`config.mk`:
```
export PLATFORM = sky130hd
export DESIGN_NAME = prot_fsm
export DESIGN_NICKNAME = d
export VERILOG_FILES = /design/src/rtl/prot_pkg.sv /design/src/rtl/prot_fsm.sv
export SDC_FILE = /design/constraint.sdc
export NUM_CORES = 1
export LEC_CHECK = 0
export BUFFER_PORTS_ARGS = -buffer_cell sky130_fd_sc_hd__buf_2
export CELL_PAD_IN_SITES_DETAIL_PLACEMENT = 1
export CELL_PAD_IN_SITES_GLOBAL_PLACEMENT = 1
export CORE_MARGIN = 3
export CORE_UTILIZATION = 45
export CTS_BUF_LIST = sky130_fd_sc_hd__clkbuf_2 sky130_fd_sc_hd__clkbuf_4 sky130_fd_sc_hd__clkbuf_8
export DETAILED_ROUTE_END_ITERATION = 8
export GPL_TIMING_DRIVEN = 0
export HOLD_SLACK_MARGIN = 0.12
export PLACE_DENSITY = 0.81
export SLEW_MARGIN = 20
export SYNTH_ARGS = -nofsm -noshare
export SYNTH_HDL_FRONTEND = slang
export SYNTH_SLANG_ARGS = --single-unit
```
`constraint.sdc`:
```
create_clock -name CORE_CLK -period 5.75 [get_ports CORE_CLK]
set_input_delay 0.8625 -clock CORE_CLK [delete_from_list [all_inputs] [get_ports CORE_CLK]]
set_output_delay 0.8625 -clock CORE_CLK [all_outputs]
set_load 0.02 [all_outputs]
```
`src/rtl/prot_pkg.sv`:
```
package prot_pkg;

  ////////////////////////////////////////////////////////////////////////////
  // Timing
  localparam int CLK_NS      = 100;
  localparam int T_IOC_US    = 12000;
  localparam int T_IOD_US    = 10000;
  localparam int T_VOD_US    = 80000;
  localparam int T_SHORT_US  = 180;
  localparam int T_PD_MS     = 1500;
  localparam int T_SHIP_US   = 100000;
  localparam int TIOC_CYC    = T_IOC_US * 1000 / CLK_NS;
  localparam int TIOD_CYC    = T_IOD_US * 1000 / CLK_NS;
  localparam int TVOD_CYC    = T_VOD_US * 1000 / CLK_NS;
  localparam int TSHORT_CYC  = T_SHORT_US * 1000 / CLK_NS;
  localparam int TPD_CYC     = T_PD_MS * 1000000 / CLK_NS;
  localparam int TSHIP_CYC   = T_SHIP_US * 1000 / CLK_NS;
  localparam int CNT_W       = 24;
  localparam int SHIP_PULSES = 3;

  ////////////////////////////////////////////////////////////////////////////
  // Types
  typedef logic [CNT_W-1:0] cnt_t;

  typedef enum logic [7:0] {
    ST_NORMAL = 8'h01,
    ST_ODIS   = 8'h02,
    ST_PDOWN  = 8'h04,
    ST_OCUR   = 8'h08,
    ST_SHORT  = 8'h10,
    ST_ABN    = 8'h20,
    ST_ZERO   = 8'h40,
    ST_SLEEP  = 8'h80
  } state_e;

  typedef struct packed {
    logic below_cha;
    logic at_overcur;
    logic at_short;
    logic batt_low;
    logic batt_ok;
    logic chg_v0;
    logic far_supply;
    logic ls_gnd;
    logic ship_n;
  } sense_s;

  localparam sense_s SENSE_RST = 9'h001;

endpackage
```
`src/rtl/prot_fsm.sv`:
```
// How it works
// - Low load-sense while charging trips charge path
// - Abnormal charge armed in normal with discharge on, or in over-discharge
// - Abnormal charge in over-discharge stops charging
// - Charger removal clears abnormal charge state
// - Zero-volt charging beats abnormal charge detection
// - Load short cuts discharge within short time
// - Load short released when sense falls again
// - Three low command pulses enter deep sleep
// - Charger wakes deep sleep if no fault
// - Load-sense tied to ground also wakes
// - Shared over-current timer starts on detect
// - Persisting over-current or short stops discharge
// - Low battery after over-current trip enters power-down
// - Zero-volt charger forces charge on, discharge off
// - Zero-volt charging ends at release voltage
// - Over-discharge waits fixed time then powers down
// - Charger leaves power-down with switch off
// - Charge overcurrent delay twelve milliseconds
// - Short switch-off 180 us, under 300
module prot_fsm #(
  parameter int TIOC_CYC  = prot_pkg::TIOC_CYC,
  parameter int TIOD_CYC  = prot_pkg::TIOD_CYC,
  parameter int TVOD_CYC  = prot_pkg::TVOD_CYC,
  parameter int TPD_CYC   = prot_pkg::TPD_CYC,
  parameter int TSHIP_CYC = prot_pkg::TSHIP_CYC
) (
  input  wire logic             CORE_CLK,
  input  wire logic             RESET_N,
  input  wire prot_pkg::sense_s SENSE,
  output logic                  CHG_SW_ON,
  output logic                  DSG_SW_ON,
  output logic                  POWER_DOWN,
  output logic                  DEEP_SLEEP
);

  ////////////////////////////////////////////////////////////////////////////
  // Counter step with saturation
  function automatic prot_pkg::cnt_t step(input logic run, input prot_pkg::cnt_t cnt);
    step = run ? ((cnt == '1) ? cnt : cnt + 1'b1) : '0;
  endfunction

  ////////////////////////////////////////////////////////////////////////////
  // Input synchronisers
  prot_pkg::sense_s s1_r;
  prot_pkg::sense_s s_r;

  always_ff @(posedge CORE_CLK) begin
    if (!RESET_N) begin
      s1_r <= prot_pkg::SENSE_RST;
      s_r  <= prot_pkg::SENSE_RST;
    end else begin
      s1_r <= SENSE;
      s_r  <= s1_r;
    end
  end

  ////////////////////////////////////////////////////////////////////////////
  // Declarations
  prot_pkg::state_e state_r;
  prot_pkg::state_e state_nxt;
  prot_pkg::cnt_t   c_cnt_r;
  prot_pkg::cnt_t   o_cnt_r;
  prot_pkg::cnt_t   v_cnt_r;
  prot_pkg::cnt_t   p_cnt_r;
  prot_pkg::cnt_t   w_cnt_r;
  logic [1:0]       pulses_r;
  logic [1:0]       pulses_nxt;
  logic             ship_prev_r;
  logic             chg_nxt;
  logic             dsg_nxt;

  wire in_normal  = (state_r == prot_pkg::ST_NORMAL);
  wire in_odis    = (state_r == prot_pkg::ST_ODIS);
  wire in_ocur    = (state_r == prot_pkg::ST_OCUR);
  wire zv_cond    = s_r.chg_v0 && s_r.batt_low;
  wire wake_req   = s_r.far_supply || s_r.ls_gnd;
  wire fault_free = !s_r.at_short && !s_r.batt_low;

  ////////////////////////////////////////////////////////////////////////////
  // Fault and ship-window timers
  wire c_run = ((in_normal && DSG_SW_ON) || in_odis) && s_r.below_cha && !zv_cond;
  wire o_run = in_normal && s_r.at_overcur;
  wire v_run = (in_normal || in_ocur) && s_r.batt_low;
  wire p_run = in_odis && !s_r.batt_ok;
  wire w_run = (pulses_r != 2'h0);

  wire c_hit = c_run && (c_cnt_r >= prot_pkg::cnt_t'(TIOC_CYC - 1));
  wire s_hit = o_run && s_r.at_short
               && (o_cnt_r >= prot_pkg::cnt_t'(prot_pkg::TSHORT_CYC - 1));
  wire o_hit = o_run && (o_cnt_r >= prot_pkg::cnt_t'(TIOD_CYC - 1));
  wire v_hit = v_run && (v_cnt_r >= prot_pkg::cnt_t'(TVOD_CYC - 1));
  wire p_hit = p_run && (p_cnt_r >= prot_pkg::cnt_t'(TPD_CYC - 1));
  wire w_hit = w_run && (w_cnt_r >= prot_pkg::cnt_t'(TSHIP_CYC - 1));

  always_ff @(posedge CORE_CLK) begin
    if (!RESET_N) begin
      c_cnt_r <= '0;
      o_cnt_r <= '0;
      v_cnt_r <= '0;
      p_cnt_r <= '0;
      w_cnt_r <= '0;
    end else begin
      c_cnt_r <= step(c_run, c_cnt_r);
      o_cnt_r <= step(o_run, o_cnt_r);
      v_cnt_r <= step(v_run, v_cnt_r);
      p_cnt_r <= step(p_run, p_cnt_r);
      w_cnt_r <= step(w_run && !w_hit, w_cnt_r);
    end
  end

  ////////////////////////////////////////////////////////////////////////////
  // Ship-mode command pulses
  wire ship_rise = s_r.ship_n && !ship_prev_r;
  wire ship_done = ship_rise && (pulses_r == 2'(prot_pkg::SHIP_PULSES - 1));

  always_comb begin
    pulses_nxt = pulses_r;
    if (ship_done) begin
      pulses_nxt = 2'h0;
    end else if (w_hit) begin
      pulses_nxt = {1'b0, ship_rise};
    end else if (ship_rise) begin
      pulses_nxt = pulses_r + 2'h1;
    end
  end

  always_ff @(posedge CORE_CLK) begin
    if (!RESET_N) begin
      ship_prev_r <= 1'b1;
      pulses_r    <= 2'h0;
    end else begin
      ship_prev_r <= s_r.ship_n;
      pulses_r    <= pulses_nxt;
    end
  end

  ////////////////////////////////////////////////////////////////////////////
  // Protection state machine
  always_comb begin
    state_nxt = state_r;
    if (ship_done && state_r != prot_pkg::ST_SLEEP) begin
      state_nxt = prot_pkg::ST_SLEEP;
    end else begin
      case (state_r)
        prot_pkg::ST_NORMAL: begin
          if (s_hit) begin
            state_nxt = prot_pkg::ST_SHORT;
          end else if (o_hit) begin
            state_nxt = prot_pkg::ST_OCUR;
          end else if (c_hit) begin
            state_nxt = prot_pkg::ST_ABN;
          end else if (zv_cond) begin
            state_nxt = prot_pkg::ST_ZERO;
          end else if (v_hit) begin
            state_nxt = prot_pkg::ST_ODIS;
          end
        end
        prot_pkg::ST_ODIS: begin
          if (zv_cond) begin
            state_nxt = prot_pkg::ST_ZERO;
          end else if (c_hit) begin
            state_nxt = prot_pkg::ST_ABN;
          end else if (s_r.batt_ok) begin
            state_nxt = prot_pkg::ST_NORMAL;
          end else if (p_hit) begin
            state_nxt = prot_pkg::ST_PDOWN;
          end
        end
        prot_pkg::ST_PDOWN: begin
          if (s_r.far_supply) begin
            state_nxt = prot_pkg::ST_ODIS;
          end
        end
        prot_pkg::ST_OCUR: begin
          if (v_hit) begin
            state_nxt = prot_pkg::ST_PDOWN;
          end else if (!s_r.at_overcur) begin
            state_nxt = prot_pkg::ST_NORMAL;
          end
        end
        prot_pkg::ST_SHORT: begin
          if (!s_r.at_short) begin
            state_nxt = prot_pkg::ST_NORMAL;
          end
        end
        prot_pkg::ST_ABN: begin
          if (!s_r.below_cha) begin
            state_nxt = prot_pkg::ST_NORMAL;
          end
        end
        prot_pkg::ST_ZERO: begin
          if (s_r.batt_ok) begin
            state_nxt = prot_pkg::ST_NORMAL;
          end
        end
        prot_pkg::ST_SLEEP: begin
          if (wake_req && fault_free) begin
            state_nxt = prot_pkg::ST_NORMAL;
          end
        end
        default: begin
          state_nxt = prot_pkg::ST_SLEEP;
        end
      endcase
    end
  end

  ////////////////////////////////////////////////////////////////////////////
  // Switch outputs
  always_comb begin
    case (state_nxt)
      prot_pkg::ST_NORMAL: begin
        chg_nxt = 1'b1;
        dsg_nxt = 1'b1;
      end
      prot_pkg::ST_ABN: begin
        chg_nxt = 1'b0;
        dsg_nxt = 1'b1;
      end
      prot_pkg::ST_ODIS, prot_pkg::ST_OCUR, prot_pkg::ST_SHORT: begin
        chg_nxt = 1'b1;
        dsg_nxt = 1'b0;
      end
      prot_pkg::ST_ZERO: begin
        chg_nxt = 1'b1;
        dsg_nxt = 1'b0;
      end
      default: begin
        chg_nxt = 1'b0;
        dsg_nxt = 1'b0;
      end
    endcase
  end

  always_ff @(posedge CORE_CLK) begin
    if (!RESET_N) begin
      state_r    <= prot_pkg::ST_SLEEP;
      CHG_SW_ON  <= 1'b0;
      DSG_SW_ON  <= 1'b0;
      POWER_DOWN <= 1'b0;
      DEEP_SLEEP <= 1'b1;
    end else begin
      state_r    <= state_nxt;
      CHG_SW_ON  <= chg_nxt;
      DSG_SW_ON  <= dsg_nxt;
      POWER_DOWN <= (state_nxt == prot_pkg::ST_PDOWN);
      DEEP_SLEEP <= (state_nxt == prot_pkg::ST_SLEEP);
    end
  end

  // Age of a load short seen while discharging
  prot_pkg::cnt_t short_age_r;

  always_ff @(posedge CORE_CLK) begin
    if (!RESET_N) begin
      short_age_r <= '0;
    end else begin
      short_age_r <= step(in_normal && s_r.at_short && s_r.at_overcur, short_age_r);
    end
  end
endmodule

```
==> flow_metrics.py <==
metrics = {
    "placement": {
        "dpl_cell_area_sq_um": 7423,
        "gp_congestion": 0.8632,
        "hpwl_um": 11950,
        "dp.cells": 1045,
        "io_buffers": 13,
    },
    "die": {
        "ios": 15,
        "rows": 45,
        "die-area_sq_um": 17280,
        "core_sq_um": 15310,
        "fp.dieH_um": 131.5,
        "die_w_um": 131.5,
        "initial_core_util_pct": 46.25,
    },
    "logic_synthesis": {
        "ys_ff_latch": 153,
        "synth_top_family_by_area": "simple AND/OR/NAND/NOR gates",
        "muxShareOfSynthArea_pct": 0.9892,
        "ys_types": 64,
        "synth_xor_area_share_pct": 12.84,
        "async_flop_share_pct": 0,
        "yosys.area_share.simple_pct": 31.99,
        "synth_edf_count": 0,
        "syn-cell-area_sq_um": 7083,
        "seq_area_frac_synth_pct": 43.24,
        "ys_warn_count": 0,
        "synth_compound_area_share_pct": 7.384,
        "synthTopCellsByArea": "dfxtp_1, xor2_1, nor2_1",
        "ys.flop_type": "dfxtp_1",
        "syn_inst": 818,
        "synth_adder_area_share_pct": 1.237,
        "avgSynthCellArea_sq_um": 8.659,
        "synth_top_area_share_pct": 43.24,
        "yosys.area.top_type": "dfxtp_1",
    },
    "cts": {
        "cts_max_level": 4,
        "clockBufferDepth": 2,
        "cts_resized": 0,
        "postCtsSetupRepairBufs": 0,
        "cts.sinks": 153,
        "clk_pin_slew_ns": 0.09,
        "cts_made_buffers": 17,
        "hold_buffers": 0,
        "insertion_delay_ns": 0.46,
        "cts_tree": "done",
        "cts_root_buf": "clkbuf_8",
    },
    "final_layout": {
        "syn2layout_area_growth_pct": 10.51,
        "n_antenna_cell": 0,
        "nets": 871,
        "finalNonFillerCells": 1077,
        "drive_gt1_share_pct": 8.083,
        "fin_area_sq_um": 7828,
        "final_util_pct": 51.11,
    },
    "flow_run": {
        "drv_cap": 0,
    },
    "status": {
        "outcome": "completed",
    },
    "worst_setup_path": {
        "cp.required_ns": 6.09,
        "slowest_delay_ns": 0.40,
        "cp_common_cell": "nand2_1",
        "worstPathCellList": "ha_1, nand2_1, nor4_2, nand4_1, and3b_1, clkbuf_1, nand2_1, xor2_1, nor2_1",
        "critPathSlowestCell": "dfxtp_1",
        "critPathLaunchType": "flip-flop",
        "critical_path_class": "reg2reg",
        "worstPathArrival_ns": 2.79,
        "cp_max_fo": 9,
        "cp-end-kind": "flip-flop",
        "r2r_slack_ns": 3.30,
    },
    "grt": {
        "grt.total_usage_pct": 19.56,
        "antenna_found_initial": 0,
        "grt_max_degree": 17,
        "grt_pass1_vias": 6115,
        "grt_pass1_wl_um": 28500,
        "gr-total-overflow": 0,
    },
    "routing": {
        "num_vias": 5898,
        "routed_via_density": 5.476,
        "ant_nets": 0,
        "first_iter_violations": 223,
        "routed_wl_um": 16410,
        "drc": 0,
        "first_pass_iters": 5,
        "wl_per_cell_um": 15.24,
    },
    "timing": {
        "setup_tns_ns": 0,
        "rsz0062_at_grt": "false",
        "slew_headroom_pct": 52.93,
        "maxSlewViolCount": 0,
        "hold_viol": 0,
        "worst_pin_slew_ns": 0.7045,
        "fin_skew_ns": 0.01823,
        "post-route-period-util_pct": 42.67,
        "max_freq_ghz": 0.4076,
        "finalSetupViolCount": 0,
        "fin_crit_ns": 2.453,
    },
    "power": {
        "clockPowerShare_pct": 42.8,
        "p_switching_w": 0.0004543,
        "p_seq_share_pct": 55.1,
        "internal_power_w": 0.001497,
        "peakVddDrop_uv": 241.9,
        "power.density_nw_per_um2": 249.3,
        "power_frac_comb_pct": 2.0,
        "leakage_nw": 2.654,
        "switching_share_pct": 23.28,
    },
    "hold_path": {
        "min_path_type": "reg2reg",
    },
}
layout by cell type, fill, tap and decap left out, types with 9 or more instances in the layout:
cell / netlist / final
clkbuf_1: 21 / 21
nand3_1: 47 / 47
a21oi_1: 19 / 19
nand4_1: 36 / 36
inv_1: 14 / 14
clkbuf_8: 0 / 18
and2_1: 26 / 26
buf_2: 2 / 15
dfxtp_1: 153 / 153
and3_1: 29 / 29
nor2_1: 140 / 140
nor3_1: 13 / 13
nand2_1: 60 / 60
and4_1: 10 / 10
xnor2_1: 32 / 32
o21ai_0: 22 / 22
nor3b_1: 9 / 9
xor2_1: 70 / 70
nor4_1: 10 / 10
sequential cells by signal (all words and copies together) (netlist names), 2 cells and up:
register / flops
v_cnt_r: 24
s1_r: 9
o_cnt_r: 24
p_cnt_r: 24
s_r: 9
pulses_r: 2
state_r: 8
c_cnt_r: 24
w_cnt_r: 24
layout make-up:
cell class	instances	area (sq um)
fill	1878	7487
clock inverter	12	141.4
clock buffer	20	262.8
buffer	25	107.6
multi-input combinational	629	3871
sequential	153	3063
inverter	14	52.55
tap	211	264.0
timing repair buffer	13	65.06
cells by family after synthesis:
| family | count (synthesis) |
|---|---|
| other | 1 |
| adder cells (fa/ha/maj) | 7 |
| AND/OR/NAND/NOR | 431 |
| buffers and inverters | 39 |
| flip-flops | 153 |
| AO/OA/AOI/OAI | 77 |
| XOR/XNOR | 103 |
| multiplexers | 7 |
Yosys cell counts, types with 8 or more instances:
cell type    n
nor2b_1      8
a21oi_1     19
dfxtp_1    153
and2_1      26
nor4_1      10
nand4_1     36
xor2_1      70
inv_1       14
nor3b_1      9
nor2_1     140
xnor2_1     32
or3_1        8
and4_1      10
and3_1      29
nand2_1     60
clkbuf_1    21
o21ai_0     22
nor3_1      13
nand3_1     47
critical path: cells and delay by family (launching register included):
family / cells / cell delay (ns)
XOR/XNOR: 1 / 0.16
adder cells (fa/ha/maj): 1 / 0.22
buffers and inverters: 1 / 0.17
AND/OR/NAND/NOR: 6 / 1.39
flip-flops: 1 / 0.40
stage by stage:
step / worst slack (ns) / hold WS (ns) / power, W
2_1_floorplan: 3.705 / 0.3863 / 0.001125
3_3_place_gp: 3.368 / 0.3921 / 0.001138
3_5_place_dp: 3.300 / 0.3969 / 0.001140
4_1_cts: 3.268 / 0.4196 / 0.001974
5_1_grt: 3.074 / 0.4391 / 0.002025
6_report: 3.297 / 0.4200 / 0.001951
routing by layer:
metal | routed length [um] | up-vias | GRT usage [%]
met2 | 8354 | 78 | 34.64
met5 | 0 | - | 0
met4 | 273 | 0 | 6.709
met3 | 498 | 24 | 4.288
met1 | 7286 | 2897 | 23.41
li1 | - | 2899 | -
worst paths after layout:
kind | startpoint | endpoint | cells after the start
max | w_cnt_r[0] | w_cnt_r[17] | 9
min | s1_r[0] | s_r[0] | 1
max reg2reg | w_cnt_r[0] | w_cnt_r[17] | 9
min reg2reg | s1_r[0] | s_r[0] | 1
power by group through the flow:
stage	logic [W]	clock network (W)	registers (W)
2_1_floorplan	0.0000251	0	0.00110
3_3_place_gp	0.0000379	0	0.00110
3_5_place_dp	0.0000392	0	0.00110
4_1_cts	0.0000395	0.000858	0.00108
5_1_grt	0.0000444	0.000902	0.00108
6_report	0.0000394	0.000836	0.00108
(Power assumes the default switching activity.)
